===== src/panel_monitor_regs.svh =====
// Constants for the panel monitor value selector.
// Assumes inclusion by the selector module only.
`ifndef PANEL_MONITOR_REGS_SVH
`define PANEL_MONITOR_REGS_SVH
`define SEL_MAX 5'h10
`define SEL_RESET 5'h01
`define SCALE_MIN 15'h0001
`define SCALE_MAX 15'h7530
`define SCALE_RESET 15'h0bb8
`define FILT_MAX 4'hd
`define FILT_RESET 4'h6
`define PRESS_MAX 7'h64
`define PRESS_RESET 7'h14
`define CYCLE_MAX 4'h9
`define REFRESH_NS 10000000
`define CLK_NS 10
`define REFRESH_CYC (`REFRESH_NS / `CLK_NS)
`endif


===== src/panel_monitor_pkg.sv =====
// Types for the panel monitor value selector.
// Constants live in panel_monitor_regs.svh.
package panel_monitor_pkg;
  typedef enum logic [4:0] {
    sel_freq_cmd = 5'h00, sel_freq_out = 5'h01, sel_current = 5'h02,
    sel_voltage = 5'h03, sel_unitless = 5'h04, sel_bus_run = 5'h05,
    sel_bus_start = 5'h06, sel_pot = 5'h07, sel_ain1 = 5'h08,
    sel_ain2 = 5'h09, sel_pid = 5'h0a, sel_din = 5'h0b,
    sel_pressure = 5'h0c, sel_auto = 5'h0d, sel_version = 5'h0e
  } monitor_sel_e;
  typedef enum logic [1:0] {
    st_idle = 2'b00, st_filter = 2'b01, st_show = 2'b11
  } disp_state_e;
  typedef struct packed {
    logic [15:0] freq_cmd;
    logic [15:0] freq_out;
    logic [15:0] current;
    logic [15:0] voltage;
    logic [15:0] bus_run;
    logic [15:0] bus_start;
    logic [15:0] pot_pct;
    logic [15:0] ain1_pct;
    logic [15:0] ain2_pct;
    logic [15:0] pid_pct;
    logic [7:0] din;
    logic [6:0] pressure_now;
    logic [3:0] auto_cycle;
    logic [3:0] auto_stage;
    logic [15:0] version;
  } sources_s;
  typedef struct packed {
    logic [4:0] sel;
    logic [14:0] scale;
    logic [3:0] filt;
    logic [6:0] press_tgt;
  } params_s;
  typedef struct packed {
    logic [31:0] value;
    logic [7:0] glyph;
    logic valid;
    logic split;
  } display_s;
endpackage : panel_monitor_pkg


===== src/panel_monitor_value_selector.sv =====
// Panel monitor value selector: picks, scales and filters one quantity.
// Sources and parameters are on the core clock; din is a pin, synchronised.
// Function
// - Selector 0..16, resets to output frequency
// - Codes 0..3: set freq, out freq, current, voltage
// - Code 4 shows frequency times scaling factor
// - Scale 0.01..300.00, default 30.00, live change
// - Codes 5,6: running and pre-start bus voltage
// - Codes 7..9: pot, analog inputs as percent
// - Code 10: PID output percent
// - Code 11: digital input image, live only with filter 0
// - Code 12: pressure target and actual side by side
// - Code 13: cycle digit 0..9 and stage
// - Stage as hex glyph 0123456789AbcdEF
// - Code 14 version; 15,16 show nothing
// - Low-pass filter 0..13, default 6
// - Pressure target 0.0..10.0, default 2.0
`timescale 1ns/1ps
`include "panel_monitor_regs.svh"
module panel_monitor_value_selector
  import panel_monitor_pkg::*;
#(
  parameter int REFRESH_CYCLES = `REFRESH_CYC
) (
  // Clock and reset
  input wire logic core_clk_i,
  input wire logic rst_i,
  // Parameter writes
  input wire logic param_we_i,
  input wire params_s param_wdata_i,
  // Running quantities
  input wire sources_s sources_i,
  input wire logic running_i,
  // Panel side
  output params_s params_o,
  output display_s display_o
);
  typedef struct packed {
    params_s prm;
    logic [4:0] shown_sel;
    logic [7:0] din_s1;
    logic [7:0] din_s2;
    logic [7:0] din_s3;
    logic [7:0] din_q;
    logic [15:0] bus_start;
    logic [31:0] raw;
    logic [31:0] filt_acc;
    logic [31:0] tick;
    logic refresh;
    disp_state_e st;
    display_s disp;
  } state_s;

  state_s q;
  state_s d;

  // Hex glyph codes, segments gfedcba
  function automatic logic [7:0] stage_glyph(input logic [3:0] v);
    case (v)
      4'h0: stage_glyph = 8'h3f;
      4'h1: stage_glyph = 8'h06;
      4'h2: stage_glyph = 8'h5b;
      4'h3: stage_glyph = 8'h4f;
      4'h4: stage_glyph = 8'h66;
      4'h5: stage_glyph = 8'h6d;
      4'h6: stage_glyph = 8'h7d;
      4'h7: stage_glyph = 8'h07;
      4'h8: stage_glyph = 8'h7f;
      4'h9: stage_glyph = 8'h6f;
      4'ha: stage_glyph = 8'h77;
      4'hb: stage_glyph = 8'h7c;
      4'hc: stage_glyph = 8'h58;
      4'hd: stage_glyph = 8'h5e;
      4'he: stage_glyph = 8'h79;
      default: stage_glyph = 8'h71;
    endcase
  endfunction : stage_glyph

  // Parameter range check, shared by write path
  function automatic logic params_ok(input params_s p);
    params_ok = (p.sel <= `SEL_MAX) && (p.scale >= `SCALE_MIN) &&
      (p.scale <= `SCALE_MAX) && (p.filt <= `FILT_MAX) &&
      (p.press_tgt <= `PRESS_MAX);
  endfunction : params_ok

  logic [31:0] scaled;
  assign scaled = 32'(q.prm.scale) * 32'(sources_i.freq_cmd);

  always_comb begin
    d = q;
    d.din_s1 = sources_i.din;
    d.din_s2 = q.din_s1;
    d.din_s3 = q.din_s2;
    if (q.din_s2 == q.din_s3) begin
      d.din_q = q.din_s3;
    end
    // Writes out of range are ignored; scale accepted while running
    if (param_we_i && params_ok(param_wdata_i)) begin
      d.prm = param_wdata_i;
    end
    if (!running_i) begin
      d.bus_start = sources_i.bus_run;
    end
    d.refresh = 1'b0;
    if (q.tick == 32'(REFRESH_CYCLES - 1)) begin
      d.tick = '0;
      d.refresh = 1'b1;
    end else begin
      d.tick = q.tick + 32'h1;
    end
    d.disp.glyph = 8'h00;
    d.disp.split = 1'b0;
    d.disp.valid = 1'b1;
    case (q.prm.sel)
      5'h00: d.raw = 32'(sources_i.freq_cmd);
      5'h01: d.raw = 32'(sources_i.freq_out);
      5'h02: d.raw = 32'(sources_i.current);
      5'h03: d.raw = 32'(sources_i.voltage);
      5'h04: d.raw = scaled;
      5'h05: d.raw = 32'(sources_i.bus_run);
      5'h06: d.raw = 32'(q.bus_start);
      5'h07: d.raw = 32'(sources_i.pot_pct);
      5'h08: d.raw = 32'(sources_i.ain1_pct);
      5'h09: d.raw = 32'(sources_i.ain2_pct);
      5'h0a: d.raw = 32'(sources_i.pid_pct);
      5'h0b: d.raw = 32'(q.din_q);
      5'h0c: begin
        d.raw = {9'h000, q.prm.press_tgt, 9'h000, sources_i.pressure_now};
        d.disp.split = 1'b1;
      end
      5'h0d: begin
        d.raw = (sources_i.auto_cycle > `CYCLE_MAX) ? 32'(`CYCLE_MAX) :
          32'(sources_i.auto_cycle);
        d.disp.glyph = stage_glyph(sources_i.auto_stage);
      end
      5'h0e: d.raw = 32'(sources_i.version);
      default: begin
        d.raw = '0;
        d.disp.valid = 1'b0;
      end
    endcase
    case (q.st)
      st_idle: begin
        if (q.refresh) begin
          d.st = st_filter;
        end
      end
      st_filter: begin
        // Split or unfiltered views bypass smoothing
        // Registered raw may still hold the old code's value; use this cycle's
        if (q.shown_sel != q.prm.sel || q.prm.filt == 4'h0 || d.disp.split) begin
          d.filt_acc = d.raw;
          d.shown_sel = q.prm.sel;
        end else begin
          d.filt_acc = q.filt_acc + ((d.raw >>> q.prm.filt) -
            (q.filt_acc >>> q.prm.filt));
        end
        d.st = st_show;
      end
      st_show: begin
        d.disp.value = q.filt_acc;
        d.st = st_idle;
      end
      default: d.st = st_idle;
    endcase
  end

  always_ff @(posedge core_clk_i) begin
    if (rst_i) begin
      q <= '0;
      q.prm.sel <= `SEL_RESET;
      q.prm.scale <= `SCALE_RESET;
      q.prm.filt <= `FILT_RESET;
      q.prm.press_tgt <= `PRESS_RESET;
      q.shown_sel <= `SEL_RESET;
      q.st <= st_idle;
    end else begin
      q <= d;
    end
  end

  assign params_o = q.prm;
  assign display_o = q.disp;

  property p_sel_range;
    @(posedge core_clk_i) disable iff (rst_i) q.prm.sel <= `SEL_MAX;
  endproperty
  a_sel_range: assert property (p_sel_range) else $error("selector out of range");
  property p_scale_range;
    @(posedge core_clk_i) disable iff (rst_i)
      q.prm.scale >= `SCALE_MIN && q.prm.scale <= `SCALE_MAX;
  endproperty
  a_scale_range: assert property (p_scale_range) else $error("scale out of range");
  property p_filt_range;
    @(posedge core_clk_i) disable iff (rst_i) q.prm.filt <= `FILT_MAX;
  endproperty
  a_filt_range: assert property (p_filt_range) else $error("filter out of range");
  property p_press_range;
    @(posedge core_clk_i) disable iff (rst_i) q.prm.press_tgt <= `PRESS_MAX;
  endproperty
  a_press_range: assert property (p_press_range) else $error("target out of range");
  property p_unitless;
    @(posedge core_clk_i) disable iff (rst_i)
      q.prm.sel == 5'h04 && $stable(q.prm.sel) |=> q.raw == $past(scaled);
  endproperty
  a_unitless: assert property (p_unitless) else $error("unitless value wrong");
  property p_reserved;
    @(posedge core_clk_i) disable iff (rst_i)
      q.prm.sel > 5'h0e && $stable(q.prm.sel) |=> !display_o.valid;
  endproperty
  a_reserved: assert property (p_reserved) else $error("reserved code shown");
  property p_cycle_digit;
    @(posedge core_clk_i) disable iff (rst_i)
      q.prm.sel == 5'h0d && $stable(q.prm.sel) |=> q.raw <= 32'(`CYCLE_MAX);
  endproperty
  a_cycle_digit: assert property (p_cycle_digit) else $error("cycle above 9");
  property p_restart;
    @(posedge core_clk_i) disable iff (rst_i)
      q.st == st_filter && q.shown_sel != q.prm.sel |=> q.filt_acc == $past(d.raw);
  endproperty
  a_restart: assert property (p_restart) else $error("filter not restarted");
  property p_show;
    @(posedge core_clk_i) disable iff (rst_i)
      q.st == st_show |=> display_o.value == $past(q.filt_acc) ##1 q.st == st_idle;
  endproperty
  a_show: assert property (p_show) else $error("display not updated");
  c_pressure: cover property (@(posedge core_clk_i) display_o.split);
  c_auto: cover property (@(posedge core_clk_i) q.prm.sel == 5'h0d && q.st == st_show);
  c_change: cover property (@(posedge core_clk_i) q.st == st_filter && q.shown_sel != q.prm.sel);
endmodule : panel_monitor_value_selector


===== config.mk =====
export PLATFORM = sky130hd
export DESIGN_NAME = panel_monitor_value_selector
export DESIGN_NICKNAME = d
export VERILOG_FILES = /design/src/panel_monitor_pkg.sv /design/src/panel_monitor_value_selector.sv
export VERILOG_INCLUDE_DIRS = /design/src
export SDC_FILE = /design/constraint.sdc
export NUM_CORES = 1
export LEC_CHECK = 0
export ABC_AREA = 0
export CAP_MARGIN = 25
export CORE_MARGIN = 4
export CORE_UTILIZATION = 35
export DETAILED_ROUTE_END_ITERATION = 12
export DONT_BUFFER_PORTS = 1
export PLACE_DENSITY = 0.61
export SYNTH_ARGS = -nofsm -noshare
export SYNTH_HDL_FRONTEND = slang
export SYNTH_SLANG_ARGS = --single-unit
export TNS_END_PERCENT = 10

===== constraint.sdc =====
create_clock -name core_clk_i -period 17.7 [get_ports core_clk_i]
set_input_delay 0.885 -clock core_clk_i [delete_from_list [all_inputs] [get_ports core_clk_i]]
set_output_delay 0.885 -clock core_clk_i [all_outputs]
set_load 0.05 [all_outputs]

== Word-level counts from Yosys, hierarchy flattened ==
Memory sizes are Yosys's and may differ from the RTL's. A register that Yosys moved wholly into a read port is not among the register bits.
Index checks and enable logic that the tools add are counted.

* Equality and inequality tests: 20
* Bitwise operators: 1
* Magnitude comparators: 6
* Shift operators: 2
* Multiplexer cells: 8
* Reduce and logical (&&, ||, !) cells: 14
* Add/sub/neg operators: 3
* Multipliers: 1

{| class="wikitable"
|+ Operators with widths
! operator !! number
|-
| $pmux 31 s15 || 1
|-
| $sshr 32x4->32 || 2
|-
| $eq 5x4->1 const B || 7
|-
| $add 32x1->32 const B || 1
|-
| $add 32x32->32 || 1
|-
| $eq 32x20->1 const B || 1
|-
| $mux 32 || 1
|-
| $sub 32x32->32 || 1
|-
| $mul 15x16->31 || 1
|-
| $eq 5x3->1 const B || 4
|-
| $ge 15x1->1 const B || 1
|-
| $le 15x15->1 const B || 1
|-
| $reduce_or 15->1 || 1
|-
| $eq 5x2->1 const B || 2
|-
| $eq 8x8->1 || 1
|-
| $le 7x7->1 const B || 1
|-
| $eq 5x1->1 const B || 1
|-
| $le 5x5->1 const B || 1
|-
| $logic_and 1x1->1 || 5
|-
| $logic_not 5->1 || 1
|-
| $ne 5x5->1 || 1
|-
| $gt 4x4->1 const B || 1
|-
| $le 4x4->1 const B || 1
|-
| $logic_not 4->1 || 1
|-
| other kinds (12) || 16
|}

* Memories kept: 1
* ROM bits: 112
* Bits in registers: 193

{| class="wikitable"
|+ Memories
! memory !! words !! bits a word !! rd ports !! clocked after Yosys merged registers in !! wr ports !! RTL line !! source
|-
| (name not given) || 16 || 7 || 1 || 1 || 0 || panel_monitor_value_selector.sv:59 || <nowiki>case (v)</nowiki>
|}

== Logic depth before layout (Yosys ltp) ==
Gate-level depths: netlist of the first run.

* Word-level depth: 7
* Depth in mapped cells: 41

== Worst setup path after synthesis of the first run ==
OpenSTA, ideal clock, no wires.

* Kind: input-to-reg
* From: input sources_i[188] in the netlist's numbering
* To: register q[108] in the netlist's numbering
* Data required time: 17.636 ns
* Library setup time: 0.064 ns
* Cell stages on the path: 37
* Arrival: 9.541 ns
* Path slack: 8.095 ns
* Path through: clkbuf_1 -> and2_1 -> fa_1 -> inv_1 -> fa_1 -> inv_1 -> fa_1 -> fa_1 -> fa_1 -> inv_1 -> fa_1 -> inv_1 -> ha_1 -> buf_2 -> a21oi_1 -> nor2_1 -> a211oi_2 -> o21ai_0 -> o31a_1 -> o31ai_4 -> nor2_1 -> a21o_1 -> mux4_2 -> mux2_2 -> fa_1 -> inv_1 -> ha_1 -> a21oi_1 -> nor3_1 -> a2111oi_0 -> a2bb2oi_1 -> o21a_1 -> o211a_1 -> a21oi_1 -> or3_1 -> a211o_1 -> nand4_1

* Longest elaborated chain between the ends: 6

{| class="wikitable"
|+ Ends and longest elaborated chain
! element !! RTL line !! source
|-
| from (decl) || panel_monitor_value_selector.sv:32 || <nowiki>input wire sources_s sources_i,</nowiki>
|-
| $mul 15x16->31 || panel_monitor_value_selector.sv:87 || <nowiki>assign scaled = 32'(q.prm.scale) * 32'(sources_i.freq_cmd);</nowiki>
|-
| $pmux 31 s15 (*) || panel_monitor_value_selector.sv:114 || <nowiki>case (q.prm.sel)</nowiki>
|-
| $sshr 32x4->32 (*) || panel_monitor_value_selector.sv:155 || <nowiki>d.filt_acc = q.filt_acc + ((d.raw >>> q.prm.filt) -</nowiki>
|-
| $sub 32x32->32 (*) || panel_monitor_value_selector.sv:155 ||
|-
| $add 32x32->32 (*) || panel_monitor_value_selector.sv:155 ||
|-
| $mux 32 (*) || panel_monitor_value_selector.sv:151 || <nowiki>if (q.shown_sel != q.prm.sel || q.prm.filt == 4'h0 || d.disp.split) begin</nowiki>
|-
| to (decl) || panel_monitor_value_selector.sv:54 || <nowiki>state_s q;</nowiki>
|}

Every way passes the cells marked *; elsewhere a longest branch is shown, timed or not.
A chain may end at the register's enable or synchronous reset.

== Worst setup path in the final report of the first run ==
* From: register q (netlist bit params_o[14])
* To: register q[108] in the netlist's numbering

* Longest elaborated chain between the ends: 6

{| class="wikitable"
|+ Ends and longest elaborated chain
! element !! RTL line
|-
| $mul 15x16->31 || panel_monitor_value_selector.sv:87
|-
| $pmux 31 s15 || panel_monitor_value_selector.sv:114
|-
| $sshr 32x4->32 || panel_monitor_value_selector.sv:155
|-
| $sub 32x32->32 || panel_monitor_value_selector.sv:155
|-
| $add 32x32->32 || panel_monitor_value_selector.sv:155
|-
| $mux 32 || panel_monitor_value_selector.sv:151
|}

Every way passes these cells.

==> impl_metrics.env, run 1 <==
export IMPL_start_util_pct=35.6
export IMPL_die_area_um2=70000
export IMPL_synth_seq_cells=192
export IMPL_dp_slack_ns=6.78
export IMPL_setup_tns_final_ns=0
export IMPL_cts_setup_buffers=0
export IMPL_chipHeight_um=265
export IMPL_cts_tree="built"
export IMPL_first_pass_iters=6
export IMPL_cp_max_fo=16
export IMPL_root_buffer="clkbuf_16"
export IMPL_setup_viol=0
export IMPL_drt_wirelength_per_cell_um=22.0
export IMPL_clock_path_buffers=2
export IMPL_cts_buffers=17
export IMPL_clock_sinks=192
export IMPL_cp_end_kind="flop"
export IMPL_num_vias=20206
export IMPL_critPathArrivalTime_ns=11.57
export IMPL_critPathKind="flop to flop"
export IMPL_cts_hold_buf=0
export IMPL_hold_violations=0
export IMPL_ys_warn_count=0
export IMPL_synth_area_leaders="fa_1 (18%), dfxtp_1 (17%), ha_1 (7.3%)"
export IMPL_slew_headroom_pct=30.7
export IMPL_yosys_top_cells_count="nand2_1 (332), inv_1 (307), fa_1 (211)"
export IMPL_clk_pin_slew_ns=0.09
export IMPL_fillCellCount=6701
export IMPL_finalMaxSlewViolations=0
export IMPL_place_hpwl_um=59500
export IMPL_io_pins=307
export IMPL_finalCriticalPeriod_ns=11.12
export IMPL_yosysSeqAreaShare_pct=16.7
export IMPL_required_ns=18.15
export IMPL_syn_num_nets=3415
export IMPL_die_x_um=265
export IMPL_cts_resized=0
export IMPL_clkLatencyLatePin_ns=0.52
export IMPL_fmax_mhz=89.9
export IMPL_start_kind="flop"
export IMPL_rsz0062_at_grt="false"
export IMPL_wl_um=77500
export IMPL_status="finished, final reports clean"
export IMPL_fp_row_count=93
export IMPL_place_congestion=0.960
export IMPL_maxCapViolations=0
export IMPL_drtIter0Drc=1953
export IMPL_p_leak_nw=10.3
export IMPL_synth_area_um2=23000
export IMPL_fin_ws_ns=6.58
export IMPL_yosysTopAreaCellShare_pct=18.3
export IMPL_synth_top_cell_by_area="fa_1"
export IMPL_grt_use_total_pct=22.0
export IMPL_drc=0
export IMPL_tightest_slew_ns=1.04
export IMPL_powerDensity_nw_per_um2=154
export IMPL_hp_class="flop to flop"
export IMPL_coreArea_um2=64800
export IMPL_port_buffers=0
export IMPL_route_antenna_remaining_nets=0
export IMPL_hold_worst_slack_ns=0.439
export IMPL_synthCells=2835
export IMPL_synth_async_reset_ratio_pct=0
export IMPL_overflow=0
export IMPL_dpl_cell_count=3496
export IMPL_ir_drop_mv=0.225
export IMPL_fin_cells=3530
export IMPL_synth_edf_count=0
export IMPL_skew_ns=0.0237
export IMPL_layout_drive_gt1_share_pct=5.68
export IMPL_yosysMostFrequentCell="nand2_1"
export IMPL_slowest_delay_ns=0.68
export IMPL_syn_to_final_growth_pct=3.93
export IMPL_antenna_found_initial=4
export IMPL_via_per_inst=5.72
export IMPL_postSynthAreaPerCell_um2=8.13
export IMPL_cp_slowest_cell="a2111oi_0"
export IMPL_grt_pass1_vias=19639
export IMPL_grt_max_degree=158
export IMPL_final_nets=3241
export IMPL_synth_ff_type="dfxtp_1"
export IMPL_grt_pass1_wl_um=120000
export IMPL_timing_final_crit_share_pct=62.8
export IMPL_h_tree_depth=4
export IMPL_ys_types=80
## per-stage QoR
| step | utilization, % | power [mW] | instance area [um2] |
|---|---|---|---|
| after floorplan | - | 2.59 | 23000 |
| after global placement | 35.9 | 3.20 | 23200 |
| after detailed placement | 36.0 | 3.22 | 23300 |
| after CTS | 36.9 | 3.67 | 23900 |
| after global routing | 36.9 | 4.05 | 23900 |
| final | 36.9 | 3.69 | 23900 |
## per-layer routing
metal,vias to the layer above,wire [um],global-route usage [%]
met4,8,2300,6.70
met1,9930,32400,29.5
met5,-,61,0
met2,911,35200,34.6
met3,143,7600,6.16
li1,9214,-,-
## registers in the layout (all words and copies together), names as in the netlist
name,cells
d,16
display_o,41
params_o,31
q,104
## layout by cell type, fill, tap and decap left out, types with 48 or more instances in the layout
| master | n |
|---|---|
| nor2_1 | 195 |
| a21oi_1 | 148 |
| o21ai_0 | 79 |
| dfxtp_1 | 188 |
| nand2_1 | 332 |
| ha_1 | 135 |
| a22oi_1 | 63 |
| inv_1 | 305 |
| fa_1 | 211 |
| nand3_1 | 48 |
| and2_1 | 157 |
| mux2i_1 | 100 |
## report_power, final
group,leakage [nW],switching (mW),internal (mW)
registers,1.56,0.0232,0.441
clock network,0.288,0.209,0.212
logic,8.43,1.76,1.05
## cells by family after synthesis
family / after synthesis / synth area share (%)
AOI/OAI and AO/OA: 562 / 16.7
xor gates and xnor gates: 86 / 3.27
adders and majority gates: 346 / 25.7
buffers and inverters: 549 / 10.4
DFF: 192 / 16.7
muxes: 136 / 7.13
other: 1 / 0.0163
and+or+nand+nor: 963 / 20.1
## worst max-delay path, delay by kind of cell, from the launching register on
family / cells / cell delay (ns)
flip-flops: 1 / 0.51
multiplexers: 2 / 0.49
AO/OA/AOI/OAI: 11 / 3.73
buffers and inverters: 8 / 0.69
AND/OR/NAND/NOR: 8 / 1.52
adder cells (fa/ha/maj): 9 / 4.10
## final cells by class
class	instances	area [um2]	area share, %
inverter	309	1160	4.84
clock inverter	15	175	0.731
clock buffer	17	425	1.78
multi-input combinational	2094	16800	70.3
timing repair buffer	47	418	1.75
tap	855	1070	4.47
antenna	1	2.50	0.0104
sequential	192	3850	16.1
## path summary, 6_finish.rpt
path,depth (start not counted),slack [ns],from,endpoint
max,38,6.58,params_o[14],q[108]
min,1,0.44,d[175],d[167]
max reg2reg,38,6.58,params_o[14],q[108]
min reg2reg,1,0.44,d[175],d[167]
No activity file was read; power rests on OpenSTA's default activity.
==> inputs of run 2 (changes only) <==
ABC_AREA = 1   (was 0)
PLACE_DENSITY = 0.63   (was 0.61)
clock period = 9.6 ns   (was 17.7 ns; I/O delays follow)
==> impl_metrics.env, run 2 <==
export IMPL_chipHeight_um=270
export IMPL_grt_pass1_vias=22224
export IMPL_finalCriticalPeriod_ns=8.94
export IMPL_largest_register_ffs=104
export IMPL_drt_wirelength_per_cell_um=18.6
export IMPL_synth_area_leaders="fa_1 (18%), nand2_1 (17%), dfxtp_1 (16%)"
export IMPL_yosysMostFrequentCell="nand2_1"
export IMPL_synth_async_reset_ratio_pct=0
export IMPL_skew_ns=0.0180
export IMPL_hold_violations=0
export IMPL_synthXorXnorAreaFrac_pct=1.60
export IMPL_finalMaxSlewViolations=0
export IMPL_cts_buffers=17
export IMPL_cp_slowest_cell="fa_1"
export IMPL_slowest_delay_ns=0.56
export IMPL_h_tree_depth=4
export IMPL_overflow=0
export IMPL_ys_warn_count=0
export IMPL_synth_ff_type="dfxtp_1"
export IMPL_place_hpwl_um=67400
export IMPL_critPathArrivalTime_ns=9.33
export IMPL_drc=0
export IMPL_grt_use_total_pct=22.4
export IMPL_total_power_mw=6.51
export IMPL_place_congestion=0.978
export IMPL_io_pins=307
export IMPL_layout_drive_gt1_share_pct=4.57
export IMPL_fp_row_count=95
export IMPL_die_area_um2=73200
export IMPL_required_ns=9.99
export IMPL_tightest_slew_ns=0.924
export IMPL_port_buffers=0
export IMPL_maxCapViolations=0
export IMPL_setup_viol=0
export IMPL_clk_pin_slew_ns=0.08
export IMPL_num_vias=22791
export IMPL_via_per_inst=5.14
export IMPL_synth_edf_count=0
export IMPL_ys_types=59
export IMPL_grt_max_degree=67
export IMPL_coreArea_um2=67800
export IMPL_slew_headroom_pct=38.2
export IMPL_cts_tree="built"
export IMPL_cp_max_fo=11
export IMPL_cts_setup_buffers=0
export IMPL_synthAdderAreaFrac_pct=24.5
export IMPL_rsz0062_at_grt="false"
export IMPL_synth_top_family_by_area="simple AND/OR/NAND/NOR gates"
export IMPL_critPathKind="flop to flop"
export IMPL_ir_drop_mv=0.292
export IMPL_regMostFlops="q"
export IMPL_status="finished, final reports clean"
export IMPL_hp_class="input port to flop"
export IMPL_synth_seq_cells=192
export IMPL_route_antenna_remaining_nets=0
export IMPL_wl_um=82600
export IMPL_start_kind="flop"
export IMPL_critPathBufInv=11
export IMPL_crit_family="adder cells"
export IMPL_synthCells=3719
export IMPL_synth_area_um2=24100
export IMPL_final_cell_mix="nand2_1 (1086), inv_1 (682), nand3_1 (274)"
export IMPL_powerDensity_nw_per_um2=261
export IMPL_cts_hold_buf=0
export IMPL_yosysTopAreaCellShare_pct=17.5
export IMPL_final_common_cell="nand2_1"
export IMPL_antenna_cells=0
export IMPL_die_x_um=270
export IMPL_p_leak_nw=13.2
export IMPL_start_util_pct=35.6
export IMPL_drtIter0Drc=1665
export IMPL_syn_num_nets=4299
export IMPL_cp_end_kind="flop"
export IMPL_synth_top_cell_by_area="fa_1"
export IMPL_syn_to_final_growth_pct=3.59
export IMPL_antenna_found_initial=3
export IMPL_fmax_mhz=112
export IMPL_clock_path_buffers=2
export IMPL_setup_tns_final_ns=0
export IMPL_synth_simple_area_share_pct=31.4
export IMPL_synth_compound_area_share_pct=9.33
export IMPL_first_pass_iters=5
export IMPL_yosysSeqAreaShare_pct=15.9
export IMPL_postSynthAreaPerCell_um2=6.48
export IMPL_synth_mux_area_share_pct=0.913
export IMPL_clock_sinks=192
export IMPL_yosys_top_cells_count="nand2_1 (1086), inv_1 (683), nand3_1 (274)"
export IMPL_root_buffer="clkbuf_16"
export IMPL_r2r_setup_slack_ns=0.66
export IMPL_timing_final_crit_share_pct=93.1
export IMPL_final_nets=4132
export IMPL_clkLatencyLatePin_ns=0.50
export IMPL_grt_pass1_wl_um=129000
run 2: cell count changes after synthesis, sizes merged, moves of 59 or more:
cell / change
nand2: +762
nand3: +230
mux2i: -78
o21ai: +94
and2: -154
nor2: +59
inv: +386
run 2: cells by family (layout without fill, tap and decap cells):
group | Yosys count | after routing
AND/OR/NAND/NOR | 1766 | 1766
buffers and inverters | 938 | 784
AO/OA/AOI/OAI | 410 | 410
adder cells (fa/ha/maj) | 346 | 346
flip-flops | 192 | 192
XOR/XNOR | 44 | 44
multiplexers | 22 | 22
other | 1 | 1
run 2: path summary, 6_finish.rpt:
path         cells after the start     end         start
max reg2reg                     44  q[102]  params_o[15]
min reg2reg                      2  d[165]        d[173]
min                              1  d[165]         rst_i
max                             44  q[102]  params_o[15]
run 2: area by class of cell:
type,count,area [um2]
Timing Repair Buffer,53,438
Clock inverter,14,175
Tap cell,873,1090
Clock buffer,18,439
Sequential cell,192,3860
Multi-Input combinational cell,2589,16300
Inverter,699,2630
Fill cell,7397,42800
run 2: stage by stage:
step	util [%]	setup WS [ns]	instance area (um2)	std cells	hold slack, ns
3_5_place_dp	35.9	0.701	24400	4405	0.392
4_1_cts	36.8	0.677	25000	4437	0.0179
2_1_floorplan	-	1.79	24100	3719	0.388
5_1_grt	36.9	0.000381	25000	4438	0.0148
6_report	36.9	0.659	25000	4438	0.0466
3_3_place_gp	35.9	0.627	24300	4403	0.390
run 2: metal layers:
metal  vias up  GRT usage, %  part of all wire, %
li1      11089             -                    -
met1     10745          30.0                   44
met2       846          37.0                   46
met3       107          4.78                  8.0
met4         4          5.83                  2.5
met5         -             0                0.033
run 2: report_power, final:
| part | leakage, nW | switching (mW) | internal [mW] |
|---|---|---|---|
| registers | 1.56 | 0.0469 | 0.818 |
| logic | 11.3 | 3.16 | 1.71 |
| clock network | 0.302 | 0.409 | 0.365 |
| total | 13.2 | 3.62 | 2.89 |
run 2: timing repair:
action,4_1_cts,5_1_grt
gates resized for setup,0,4
setup endpoints to repair,0,2
endpoints found under the hold margin,0,0
